$ cat src/ocr_pkg.sv
package ocr_pkg;

  // ---------------------------------------------------------------------
  // Register map (word-aligned byte offsets).
  // ---------------------------------------------------------------------
  localparam logic [11:0] SEL_LO_OFF = 12'h000;
  localparam logic [11:0] SEL_HI_OFF = 12'h004;
  localparam logic [11:0] CODE_OFF = 12'h008;
  localparam logic [11:0] CTRL_OFF = 12'h00C;
  localparam logic [11:0] COUNT_OFF = 12'h010;
  localparam logic [11:0] TRIG_LO_OFF = 12'h014;
  localparam logic [11:0] TRIG_HI_OFF = 12'h018;
  localparam logic [11:0] NEXT_LO_OFF = 12'h01C;
  localparam logic [11:0] NEXT_HI_OFF = 12'h020;

  // ---------------------------------------------------------------------
  // Selection register fields.
  // ---------------------------------------------------------------------
  localparam int REQ_LSB = 0;
  localparam int REQ_W = 16;
  localparam int SUP_LSB = 16;
  localparam int SUP_W = 15;
  localparam int SNP_LSB = 31;
  localparam int SNP_W = 7;
  localparam int SEL_W = 38;

  localparam int SUP_ANY = 0;
  localparam int SUP_NONE = 1;
  localparam int SUP_HITM = 2;
  localparam int SUP_HITE = 3;
  localparam int SUP_HITS = 4;
  localparam int SUP_HOP0 = 11;
  localparam int SUP_HOP1 = 12;
  localparam int SUP_HOP2 = 13;

  // Request bits 14:12 are reserved.
  localparam logic [15:0] REQ_VALID_MASK = 16'h8FFF;
  // Supplier masks: bits 0..4 and 6 common, other upper bits per variant.
  localparam logic [14:0] SUP_MASK_CLIENT = 15'h005F;
  localparam logic [14:0] SUP_MASK_L4 = 15'h03DF;
  localparam logic [14:0] SUP_MASK_SERVER = 15'h387F;

  // Record offsets of the two instruction address fields.
  localparam logic [7:0] REC_TRIG_OFF = 8'hB0;
  localparam logic [7:0] REC_NEXT_OFF = 8'h08;

  localparam logic [31:0] ZERO_WORD = 32'h0000_0000;

  typedef enum logic [1:0] {
    VAR_CLIENT = 2'h0,
    VAR_L4 = 2'h1,
    VAR_SERVER = 2'h2
  } variant_e;

  typedef struct packed {
    logic valid;
    logic [REQ_W-1:0] req;
    logic [SUP_W-1:0] sup;
    logic [SNP_W-1:0] snp;
  } response_s;

  typedef struct packed {
    logic valid;
    logic [7:0] offset;
    logic [63:0] addr;
  } record_write_s;

endpackage : ocr_pkg

$ cat src/offcore_response_filter.sv
`timescale 1ns/10ps
`default_nettype none
module offcore_response_filter
  import ocr_pkg::*;
#(
  parameter int NUM_CODES = 2,
  parameter variant_e VARIANT = VAR_CLIENT,
  parameter int COUNT_W = 32
) (
  input wire logic pclk,
  input wire logic presetn,
  input wire logic psel,
  input wire logic penable,
  input wire logic pwrite,
  input wire logic [11:0] paddr,
  input wire logic [31:0] pwdata,
  output logic [31:0] prdata,
  output logic pready,
  output logic pslverr,
  input wire response_s rsp_in,
  input wire logic [$clog2(NUM_CODES)-1:0] rsp_code,
  output logic match_pulse,
  input wire logic sample_assist,
  input wire logic [63:0] trigger_instr_address,
  input wire logic [63:0] next_instr_address,
  output record_write_s trig_rec,
  output record_write_s next_rec
);

  localparam int CW = $clog2(NUM_CODES);

  // The code register indexes the selection array directly, so a count
  // that is not a power of two would let software pick a missing entry.
  if (NUM_CODES < 2 || NUM_CODES > 16 ||
      (1 << CW) != NUM_CODES) begin : g_bad_codes
    $error("NUM_CODES must be a power of two from 2 to 16.");
  end
  if (COUNT_W < 1 || COUNT_W > 32) begin : g_bad_count
    $error("COUNT_W must lie between 1 and 32.");
  end

  // ---------------------------------------------------------------------
  // Writable masks.
  // ---------------------------------------------------------------------
  // Unimplemented supplier bits never store, so they read back as zero
  // and cannot leak into the filter.
  localparam logic [14:0] SUP_MASK = (VARIANT == VAR_SERVER) ?
      SUP_MASK_SERVER : (VARIANT == VAR_L4) ? SUP_MASK_L4 : SUP_MASK_CLIENT;
  localparam logic [SEL_W-1:0] SEL_MASK = {7'h7F, SUP_MASK, REQ_VALID_MASK};

  logic [SEL_W-1:0] sel_q [NUM_CODES];
  logic [CW-1:0] code_q;
  logic count_en_q;
  logic [COUNT_W-1:0] count_q;
  logic match_q;
  logic [63:0] trig_cap_q;
  logic [63:0] next_cap_q;
  record_write_s trig_rec_q;
  record_write_s next_rec_q;

  logic access;
  logic wr;
  logic [SEL_W-1:0] cur_sel;
  logic hit;

  assign access = psel && penable;
  assign wr = access && pwrite;
  assign cur_sel = sel_q[code_q];
  assign pready = 1'b1;

  always_comb begin
    case (paddr)
      SEL_LO_OFF, SEL_HI_OFF, CODE_OFF, CTRL_OFF, COUNT_OFF,
      TRIG_LO_OFF, TRIG_HI_OFF, NEXT_LO_OFF, NEXT_HI_OFF: pslverr = 1'b0;
      default: pslverr = access;
    endcase
  end

  // ---------------------------------------------------------------------
  // Selection registers, one per event code.
  // ---------------------------------------------------------------------
  for (genvar i = 0; i < NUM_CODES; i++) begin : g_sel
    always_ff @(posedge pclk or negedge presetn) begin
      if (!presetn) begin
        sel_q[i] <= '0;
      end else if (wr && code_q == CW'(i)) begin
        if (paddr == SEL_LO_OFF) begin
          sel_q[i][31:0] <= pwdata & SEL_MASK[31:0];
        end else if (paddr == SEL_HI_OFF) begin
          sel_q[i][SEL_W-1:32] <= pwdata[SEL_W-33:0] &
              SEL_MASK[SEL_W-1:32];
        end
      end
    end
  end

  always_ff @(posedge pclk or negedge presetn) begin
    if (!presetn) begin
      code_q <= '0;
      count_en_q <= 1'b0;
    end else if (wr && paddr == CODE_OFF) begin
      code_q <= pwdata[CW-1:0];
    end else if (wr && paddr == CTRL_OFF) begin
      count_en_q <= pwdata[0];
    end
  end

  // ---------------------------------------------------------------------
  // Response filter.
  // ---------------------------------------------------------------------
  // Each request bit names one class (bit 0 demand data, 1 ownership,
  // 2 code, 3 writeback, 4-6 and 7-9 prefetcher classes, 10 locks,
  // 11 streaming stores, 15 other); the response carries its class one-hot.
  // Software must program the code's register before enabling.
  logic req_hit;
  logic sup_hit;
  logic snp_hit;
  assign req_hit = |(rsp_in.req & cur_sel[REQ_LSB+:REQ_W]);
  assign sup_hit = cur_sel[SUP_LSB+SUP_ANY] ||
      (|(rsp_in.sup & cur_sel[SUP_LSB+:SUP_W]));
  assign snp_hit = |(rsp_in.snp & cur_sel[SNP_LSB+:SNP_W]);
  assign hit = rsp_in.valid && rsp_code == code_q && count_en_q &&
      req_hit && sup_hit && snp_hit;

  always_ff @(posedge pclk or negedge presetn) begin
    if (!presetn) begin
      count_q <= '0;
      match_q <= 1'b0;
    end else begin
      match_q <= hit;
      if (wr && paddr == COUNT_OFF) begin
        count_q <= pwdata[COUNT_W-1:0];
      end else if (hit) begin
        count_q <= count_q + 1'b1;
      end
    end
  end
  assign match_pulse = match_q;

  // ---------------------------------------------------------------------
  // Precise sample record fields.
  // ---------------------------------------------------------------------
  // The two addresses differ: one is the retired trigger, the other is
  // where execution resumes after the assist.
  always_ff @(posedge pclk or negedge presetn) begin
    if (!presetn) begin
      trig_rec_q <= '0;
      next_rec_q <= '0;
      trig_cap_q <= '0;
      next_cap_q <= '0;
    end else begin
      trig_rec_q.valid <= sample_assist;
      next_rec_q.valid <= sample_assist;
      if (sample_assist) begin
        trig_rec_q.offset <= REC_TRIG_OFF;
        trig_rec_q.addr <= trigger_instr_address;
        next_rec_q.offset <= REC_NEXT_OFF;
        next_rec_q.addr <= next_instr_address;
        trig_cap_q <= trigger_instr_address;
        next_cap_q <= next_instr_address;
      end
    end
  end
  assign trig_rec = trig_rec_q;
  assign next_rec = next_rec_q;

  // ---------------------------------------------------------------------
  // Read data.
  // ---------------------------------------------------------------------
  always_ff @(posedge pclk or negedge presetn) begin
    if (!presetn) begin
      prdata <= ZERO_WORD;
    end else if (psel && !penable && !pwrite) begin
      case (paddr)
        SEL_LO_OFF: prdata <= cur_sel[31:0];
        SEL_HI_OFF: prdata <= {26'h0, cur_sel[SEL_W-1:32]};
        CODE_OFF: prdata <= 32'(code_q);
        CTRL_OFF: prdata <= {31'h0, count_en_q};
        COUNT_OFF: prdata <= 32'(count_q);
        TRIG_LO_OFF: prdata <= trig_cap_q[31:0];
        TRIG_HI_OFF: prdata <= trig_cap_q[63:32];
        NEXT_LO_OFF: prdata <= next_cap_q[31:0];
        NEXT_HI_OFF: prdata <= next_cap_q[63:32];
        default: prdata <= ZERO_WORD;
      endcase
    end
  end

  // ---------------------------------------------------------------------
  // Checks.
  // ---------------------------------------------------------------------
  // Every qualifier but the three fields (request, supplier, snoop), gathered once: valid, code, enable.
  logic qual_base;
  assign qual_base = rsp_in.valid && rsp_code == code_q && count_en_q;

  a_filter_count_step: assert property (
      @(posedge pclk) disable iff (!presetn)
      hit && !wr |=> count_q == $past(count_q) + 1'b1)
    else $error("Counter did not step on a match.");

  a_no_match_hold: assert property (
      @(posedge pclk) disable iff (!presetn)
      !hit && !wr |=> count_q == $past(count_q))
    else $error("Counter moved without a match.");

  a_count_load: assert property (
      @(posedge pclk) disable iff (!presetn)
      wr && paddr == COUNT_OFF |=> count_q == $past(pwdata[COUNT_W-1:0]))
    else $error("Counter load did not take the written value.");

  a_pulse_follows: assert property (
      @(posedge pclk) disable iff (!presetn)
      match_pulse == $past(hit))
    else $error("Match pulse does not follow the counted response.");

  a_match_needs_req: assert property (
      @(posedge pclk) disable iff (!presetn)
      match_pulse |-> $past(|(rsp_in.req & cur_sel[REQ_LSB+:REQ_W])))
    else $error("Match without a request bit.");

  a_reserved_req_zero: assert property (
      @(posedge pclk) disable iff (!presetn)
      (cur_sel[REQ_LSB+:REQ_W] & ~REQ_VALID_MASK) == '0)
    else $error("Reserved request bits hold ones.");

  a_any_supplier: assert property (
      @(posedge pclk) disable iff (!presetn)
      cur_sel[SUP_LSB+SUP_ANY] && qual_base && req_hit && snp_hit |-> hit)
    else $error("Catch-all supplier bit failed to match.");

  // ---------------------------------------------------------------------
  // Gate checks.
  // ---------------------------------------------------------------------
  // Each qualifier alone must be able to veto a count; a match that
  // slipped past any one of them would inflate the counter silently.
  a_request_gate: assert property (
      @(posedge pclk) disable iff (!presetn)
      !req_hit |-> !hit)
    else $error("Match without request bit.");

  a_supplier_gate: assert property (
      @(posedge pclk) disable iff (!presetn)
      !sup_hit |-> !hit)
    else $error("Match without supplier bit.");

  a_snoop_gate: assert property (
      @(posedge pclk) disable iff (!presetn)
      !snp_hit |-> !hit)
    else $error("Match without snoop bit.");

  a_enable_gate: assert property (
      @(posedge pclk) disable iff (!presetn)
      !count_en_q |-> !hit)
    else $error("Match while counting is off.");

  a_code_gate: assert property (
      @(posedge pclk) disable iff (!presetn)
      rsp_code != code_q |-> !hit)
    else $error("Match for another event code.");

  a_full_match: assert property (
      @(posedge pclk) disable iff (!presetn)
      qual_base && req_hit && sup_hit && snp_hit |-> hit)
    else $error("Qualified response was not counted.");

  // ---------------------------------------------------------------------
  // Per-bit filter checks.
  // ---------------------------------------------------------------------
  // With every other qualifier met, a one-hot response counts exactly
  // when its own selection bit is set, or for a supplier class when the
  // catch-all SUP_ANY bit is set. Reserved request bits never store, so
  // their classes can never count; reserved supplier classes count only
  // through SUP_ANY.
  for (genvar b = 0; b < REQ_W; b++) begin : g_req_chk
    a_req_class: assert property (
        @(posedge pclk) disable iff (!presetn)
        qual_base && sup_hit && snp_hit &&
        rsp_in.req == (REQ_W'(1) << b) |->
        hit == cur_sel[REQ_LSB+b])
      else $error("Request class filter disagrees with its bit.");
  end

  for (genvar s = 0; s < SUP_W; s++) begin : g_sup_chk
    a_sup_class: assert property (
        @(posedge pclk) disable iff (!presetn)
        qual_base && req_hit && snp_hit &&
        rsp_in.sup == (SUP_W'(1) << s) |->
        hit == (cur_sel[SUP_LSB+s] || cur_sel[SUP_LSB+SUP_ANY]))
      else $error("Supplier class filter disagrees with its bit.");
  end

  for (genvar p = 0; p < SNP_W; p++) begin : g_snp_chk
    a_snp_class: assert property (
        @(posedge pclk) disable iff (!presetn)
        qual_base && req_hit && sup_hit &&
        rsp_in.snp == (SNP_W'(1) << p) |->
        hit == cur_sel[SNP_LSB+p])
      else $error("Snoop class filter disagrees with its bit.");
  end

  // ---------------------------------------------------------------------
  // Selection register checks.
  // ---------------------------------------------------------------------
  // The variant decides which supplier bits exist; anything else must
  // drop on the way in, or it would widen the filter unseen.
  a_sup_reserved: assert property (
      @(posedge pclk) disable iff (!presetn)
      (cur_sel[SUP_LSB+:SUP_W] & ~SUP_MASK) == '0)
    else $error("Unsupported supplier bit stored.");

  a_sel_low_write: assert property (
      @(posedge pclk) disable iff (!presetn)
      wr && paddr == SEL_LO_OFF |=>
      cur_sel[31:0] == ($past(pwdata) & SEL_MASK[31:0]))
    else $error("Low selection word did not store as masked.");

  a_sel_high_write: assert property (
      @(posedge pclk) disable iff (!presetn)
      wr && paddr == SEL_HI_OFF |=>
      cur_sel[SEL_W-1:32] ==
      ($past(pwdata[SEL_W-33:0]) & SEL_MASK[SEL_W-1:32]))
    else $error("High selection word did not store as masked.");

  a_sel_high_read: assert property (
      @(posedge pclk) disable iff (!presetn)
      psel && !penable && !pwrite && paddr == SEL_HI_OFF |=>
      prdata[31:SEL_W-32] == '0)
    else $error("Unused high selection bits read as ones.");

  // ---------------------------------------------------------------------
  // Record checks.
  // ---------------------------------------------------------------------
  a_trig_record: assert property (
      @(posedge pclk) disable iff (!presetn)
      sample_assist |=> trig_rec.valid && trig_rec.offset == REC_TRIG_OFF &&
      trig_rec.addr == $past(trigger_instr_address))
    else $error("Trigger address record wrong.");

  a_next_record: assert property (
      @(posedge pclk) disable iff (!presetn)
      sample_assist |=> next_rec.valid && next_rec.offset == REC_NEXT_OFF &&
      next_rec.addr == $past(next_instr_address))
    else $error("Next address record wrong.");

  // A record write without an assist would plant a stale address in the
  // sample buffer.
  a_record_idle: assert property (
      @(posedge pclk) disable iff (!presetn)
      !sample_assist |=> !trig_rec.valid && !next_rec.valid)
    else $error("Record written without an assist.");

  a_capture_hold: assert property (
      @(posedge pclk) disable iff (!presetn)
      !sample_assist |=> $stable(trig_cap_q) && $stable(next_cap_q))
    else $error("Captured addresses changed without an assist.");

endmodule : offcore_response_filter
`default_nettype wire

$ cat config.mk
export PLATFORM = sky130hd
export DESIGN_NAME = offcore_response_filter
export DESIGN_NICKNAME = d
export VERILOG_FILES = /design/src/ocr_pkg.sv /design/src/offcore_response_filter.sv
export SDC_FILE = /design/constraint.sdc
export NUM_CORES = 1
export LEC_CHECK = 0
export ABC_AREA = 0
export BUFFER_PORTS_ARGS = -buffer_cell sky130_fd_sc_hd__buf_2
export CAP_MARGIN = 40
export CORE_UTILIZATION = 33
export CTS_BUF_LIST = sky130_fd_sc_hd__clkbuf_16
export DETAILED_ROUTE_END_ITERATION = 10
export PLACE_DENSITY = 0.53
export SLEW_MARGIN = 20
export SYNTH_ARGS = -nofsm -noshare
export SYNTH_HDL_FRONTEND = slang
export SYNTH_SLANG_ARGS = --single-unit
$ cat constraint.sdc
create_clock -name pclk -period 5.4 [get_ports pclk]
set_clock_uncertainty 0.15 [all_clocks]
set_input_delay 0 -clock pclk [delete_from_list [all_inputs] [get_ports pclk]]
set_output_delay 0 -clock pclk [all_outputs]
set_load 0.02 [all_outputs]
-- Word level (Yosys, flattened, before mapping)
Cells that the tools add are included.
- add/subtract/negate cells: 1
- multiplexer cells: 7
- eq/ne operators: 9
- magnitude comparators: 1
- reduce and logical (&&, ||, !) cells: 28
- bitwise gates (word level): 7
- operators by type and width (kind ; number):
    $pmux 32 s9 ; 1
    $mux 38 ; 3
    $mux 32 ; 2
    $eq 12x5->1 const B ; 4
    $add 32x1->32 const B ; 1
    $eq 12x4->1 const B ; 2
    $and 16x16->16 ; 1
    $reduce_or 16->1 ; 1
    $and 15x15->15 ; 1
    $reduce_or 15->1 ; 1
    $logic_and 1x1->1 ; 14
    $eq 12x3->1 const B ; 1
    $eq 12x6->1 const B ; 1
    $logic_not 12->1 ; 1
    $reduce_or 9->1 ; 1
    $and 7x7->7 ; 1
    $reduce_or 7->1 ; 1
    $reduce_and 2->1 ; 3
    $reduce_and 3->1 ; 2
    $not 1->1 ; 3
    $ge 2x2->1 const B ; 1
    $logic_not 1->1 ; 2
    $not 1->2 ; 1
    $reduce_bool 2->1 ; 1
    3 further kinds ; 3
- logic and storage cells: 67
- register bits after elaboration: 250
- output and inout port bits: 181

-- Longest topological paths before layout
- depth in word-level cells: 11
- gate-level depth with buffers: 11

-- Worst setup path before layout
Ideal clock, no wire load.
- path type: reg2reg
- from: register code_q
- to: register count_q[22]
- data required time: 5.124 ns
- setup time: 0.126 ns
- buffers on the path: 3
- cell stages (with the launch flop): 10
- setup slack: 2.963 ns
- period minus slack after synthesis: 2.437 ns
- arrival time: 2.161 ns
- path through: dfrtp_1 > buf_6 > buf_12 > mux2_4 > a222oi_1 > nand4_1 > o21ai_4 > buf_6 > nor2_2 > a221o_1
- cells in the longest elaborated chain, start to end: 10
- elaborated cells between the ends (all ways): 18
- RTL lines (what ; RTL line ; source):
    start, declared ; offcore_response_filter.sv:52 ; logic [CW-1:0] code_q;
    start signal, assigned ; offcore_response_filter.sv:102 ; code_q <= pwdata[CW-1:0];
    $not 1->2 (not written as such) ; offcore_response_filter.sv:68 ; assign cur_sel = sel_q[code_q];
    $mux 38 (not written as such) (3 in series) ; offcore_response_filter.sv:68 ;
    $and 16x16->16 / $and 15x15->15 (equally long branches) ; offcore_response_filter.sv:118, offcore_response_filter.sv:120 ;
    $reduce_or 16->1 / $reduce_or 15->1 (equally long branches) ; offcore_response_filter.sv:118, offcore_response_filter.sv:120 ;
    $logic_and 1x1->1 / $logic_or 1x1->1 (equally long branches) ; offcore_response_filter.sv:122, offcore_response_filter.sv:119 ;
    $logic_and 1x1->1 ; offcore_response_filter.sv:123 ; req_hit && sup_hit && snp_hit;
    $logic_and 1x1->1 * ; offcore_response_filter.sv:123 ;
    $reduce_bool 2->1 (no line) * ; -- ;
    end signal, assigned ; offcore_response_filter.sv:132 ; count_q <= pwdata[COUNT_W-1:0];
    end signal, assigned ; offcore_response_filter.sv:134 ; count_q <= count_q + 1'b1;
    end, declared ; offcore_response_filter.sv:54 ; logic [COUNT_W-1:0] count_q;
Every way passes the cells marked *; elsewhere a longest branch is shown, timed or not. The select of a mux whose other input is x is not followed.
A chain may end at the register's enable or synchronous reset.

-- Worst setup path in the final report
- from: register code_q
- to: register count_q[28]
Same word-level chain as after synthesis.

==> summary.txt <==
Detailed routing
  – Via count: 10900
  – Residual DRC count: 0
  – First drt pass iteration count: 5
  – WL/cell: 21.5 µm
  – Routed Antenna Nets: 0
  – DR iter-0 viols: around 710
  – Via density: 5.27
  – Routed Wire Length: around 44000 µm

Power
  – Max VDD drop: approximately 0.00028 V
  – Power per Cell Area: 277 mW/mm²
  – P_leak: 7.83 nW

Timing
  – Finish-stage setup viols: 0
  – Max-slew violations: 0
  – TNS Setup: 0 ns
  – Endpoints failing hold: 20
  – Worst hold slack: -0.0735 ns
  – RSZ-0062 raised after global routing: no
  – Final min period: ~3.4 ns
  – Setup WS post-layout: a little under 2 ns
  – Fin crit share: between 60% and 70%
  – Peak Freq: a little under 0.3 GHz
  – Worst slew pin tran: just over 1 ns
  – Slew headroom: 31.0%

GRT
  – First-pass GRT wire length: roughly 66000 µm
  – Total grt overflow: 0
  – Vias in the first global route: ~11000
  – Initial antenna violation count: 1
  – Combined global-route utilization of all metal layers: 23.7%
  – Largest net degree at the start of global routing: 127

Worst setup path
  – Worst path arrival time: 3.71 ns
  – Critical Path Source Type: register
  – Family with the most delay on the worst path: compound AO/OA/AOI/OAI gates
  – WP buf/inv: 1
  – Crit. End Element: register
  – Required time worst endpoint: about 5.7 ns
  – Worst r2r path cells: 7
  – Worst r2r src: code_q$_DFFE_PN0N_
  – Crit Path Max Fanout: 29
  – CP peak stage delay: between 0.6 and 0.7 ns
  – Cell Chain, Critical Path: buf_4 > mux2_2 > a22oi_1 > nand4_1 > o21ai_4 > nor2_2 > a221o_1
  – Worst r2r dst: count_q[28]$_DFFE_PN0P_
  – Critical path's slowest cell: o21ai_4
  – Reg2reg setup slack: a little under 2 ns
  – Crit Path Category: register to register

Floorplan
  – Number of core rows: 69
  – Core Area: about 0.036 mm²
  – Initial core utilization: 33.6%
  – Die height: a little under 200 µm
  – I/O pin count: approximately 400
  – Die area: around 0.037 mm²
  – DIE WIDTH: 192 µm

Logic synthesis
  – Cell count after synthesis: around 1000
  – Post-Synth XOR/XNOR Area: less than 1%
  – Post-synthesis mux area share: ~22%
  – Adder-cell share of the synthesized area: less than 1%
  – Netlist cell types: 62
  – Post-Synth Simple-Gate Area: between 10% and 20%
  – Synth async-reset ratio: 100%
  – Seq/Total Area, Yosys: ~52%
  – Synth Flop Type: dfrtp_1
  – Compound-Gate Fraction of Synth Area: 11.9%
  – Warnings from Yosys: 0
  – Largest family of logic cells by synthesized area: multiplexers
  – Mean Syn Cell Area: 11.9 µm²
  – Post-synth EDFFs: 0
  – Flops & latches, synth: between 200 and 250
  – Post-synthesis instance area: 0.0119 mm²

Clock network
  – Clock Path Buffers: 3
  – Clk root buf: clkbuf_16
  – H-Tree Level Count: 1
  – CTS buffer count: 29
  – Clock slew at reported path FFs: roughly 0.060 ns
  – Count of clock tree sinks: approximately 250
  – Worst skew pair latency: ~0.57 ns
  – CTS tree: done
  – Post-CTS Resized: 0

Placed design
  – Cells after DPL: about 1800
  – DP HPWL: between 30000 and 40000 µm
  – Post-DP Area: approximately 0.014 mm²
  – Pre-CTS setup slack: 2.02 ns
  – Port bufs: approximately 370
  – Placer Congestion: between 0.8 and 0.9

Final layout
  – Fillers: about 3300
  – Final std cells w/o fill: 2062
  – Layout cells sized above 1: 40.8%
  – Nets: 1800
  – Fin area: 0.0174 mm²
  – Layout Area Growth over Synthesis: 45.6%

Run status
  – Failing checks: negative hold slack
  – Outcome: finished with violations

Min path
  – HP Class: primary input to async pin

Flow run
  – Maxcap violations: 0
-- cell families (layout without fill, tap and decap cells) --
kind of cell	count (synthesis)	count (layout)
other cells	2	14
flops	249	249
mux	232	232
xor+xnor	1	1
compound gates	193	193
simple gates	239	239
fa+ha+maj	1	1
buf+inv	87	672
-- per-stage QoR --
step                total power, W  util [%]
finish                     0.00481      48.9
CTS                        0.00486      48.9
detailed placement         0.00283      40.0
global placement           0.00282      39.7
global route               0.00500      48.9
floorplan                  0.00248         -
-- sequential cells by signal, summed over array words and instances, names as in the netlist --
register     flops
sel_q           52
code_q           1
match_pulse      1
prdata          32
trig_rec        64
next_rec        66
count_en_q       1
count_q         32
-- cell type report --
class,instances,area (µm²),share of cell area [%]
multi-input combinational,679,5320,30.6
clock buffer,29,726,4.17
inverter,4,15.0,0.0863
sequential,249,6230,35.8
antenna,1,2.50,0.0144
clock inverter,21,153,0.878
timing repair buffer,618,4380,25.2
tap,461,577,3.32
-- layer usage --
metal	share of wire [%]	GRT usage, %	vias to the layer above
li1	-	-	4933
met4	2.3	5.75	0
met1	42	31.6	5462
met3	7.5	5.44	62
met5	0	0	-
met2	48	38.7	401
-- worst max-delay path by stage --
stage                         endpoint                from  slack, ns  depth (start not counted)
6_report       count_q[28]$_DFFE_PN0P_  code_q$_DFFE_PN0N_       1.98                          7
5_1_grt        count_q[22]$_DFFE_PN0P_  code_q$_DFFE_PN0N_       1.81                          7
4_1_cts        count_q[22]$_DFFE_PN0P_  code_q$_DFFE_PN0N_       2.01                          7
3_5_place_dp   count_q[22]$_DFFE_PN0P_  code_q$_DFFE_PN0N_       2.02                          7
3_3_place_gp   count_q[20]$_DFFE_PN0P_            paddr[4]       1.99                          6
2_1_floorplan  count_q[22]$_DFFE_PN0P_  code_q$_DFFE_PN0N_       2.96                          9
-- repair_timing --
action,4_1_cts,5_1_grt
setup buffers,0,0
hold buffers,228,0
endpoints found under the hold margin,341,0
-- power breakdown --
part           internal (W)  switching [W]  total, W
Clock               0.00106       0.000789   0.00185
Combinational      0.000396       0.000454  0.000851
Sequential          0.00200       0.000110   0.00211
-- cells in the final DEF, fill, tap and decap left out, types with 7 or more instances in the layout --
cell type / n
buf_2: 370
dfrtp_1: 249
dlygate4sd3_1: 228
mux2_2: 211
nor2_1: 73
a31oi_1: 45
nand2_1: 41
a22oi_1: 40
nand3_1: 29
clkbuf_16: 29
nand4_1: 23
a21oi_1: 22
a222oi_1: 20
mux2i_1: 18
inv_1: 15
o21ai_0: 14
or3_1: 14
conb_1: 13
buf_4: 11
nor3_1: 9
or4_1: 9
and3_1: 7
o31ai_1: 7
-- synthesized netlist by cell type (all sizes together), types with 4 or more instances --
master | number | area, µm²
and4 | 5 | 43.8
a221o | 4 | 40.0
dfrtp | 249 | 6230
or2 | 4 | 25.0
nand3 | 29 | 145
a31oi | 46 | 303
o211ai | 6 | 45.0
mux2i | 18 | 180
a22oi | 41 | 313
and3 | 7 | 43.8
o21a | 5 | 37.5
clkbuf | 47 | 176
or4 | 9 | 67.6
a21oi | 22 | 110
inv | 4 | 15.0
o21ai | 15 | 86.3
mux2 | 214 | 2420
o31ai | 7 | 52.6
nand2 | 41 | 154
nor3 | 10 | 55.1
a222oi | 20 | 200
nand4 | 23 | 144
or3 | 14 | 87.6
a221oi | 6 | 52.6
nor4 | 6 | 37.5
nor2 | 77 | 292
buf | 36 | 269
No activity file was read; power rests on OpenSTA's default activity.
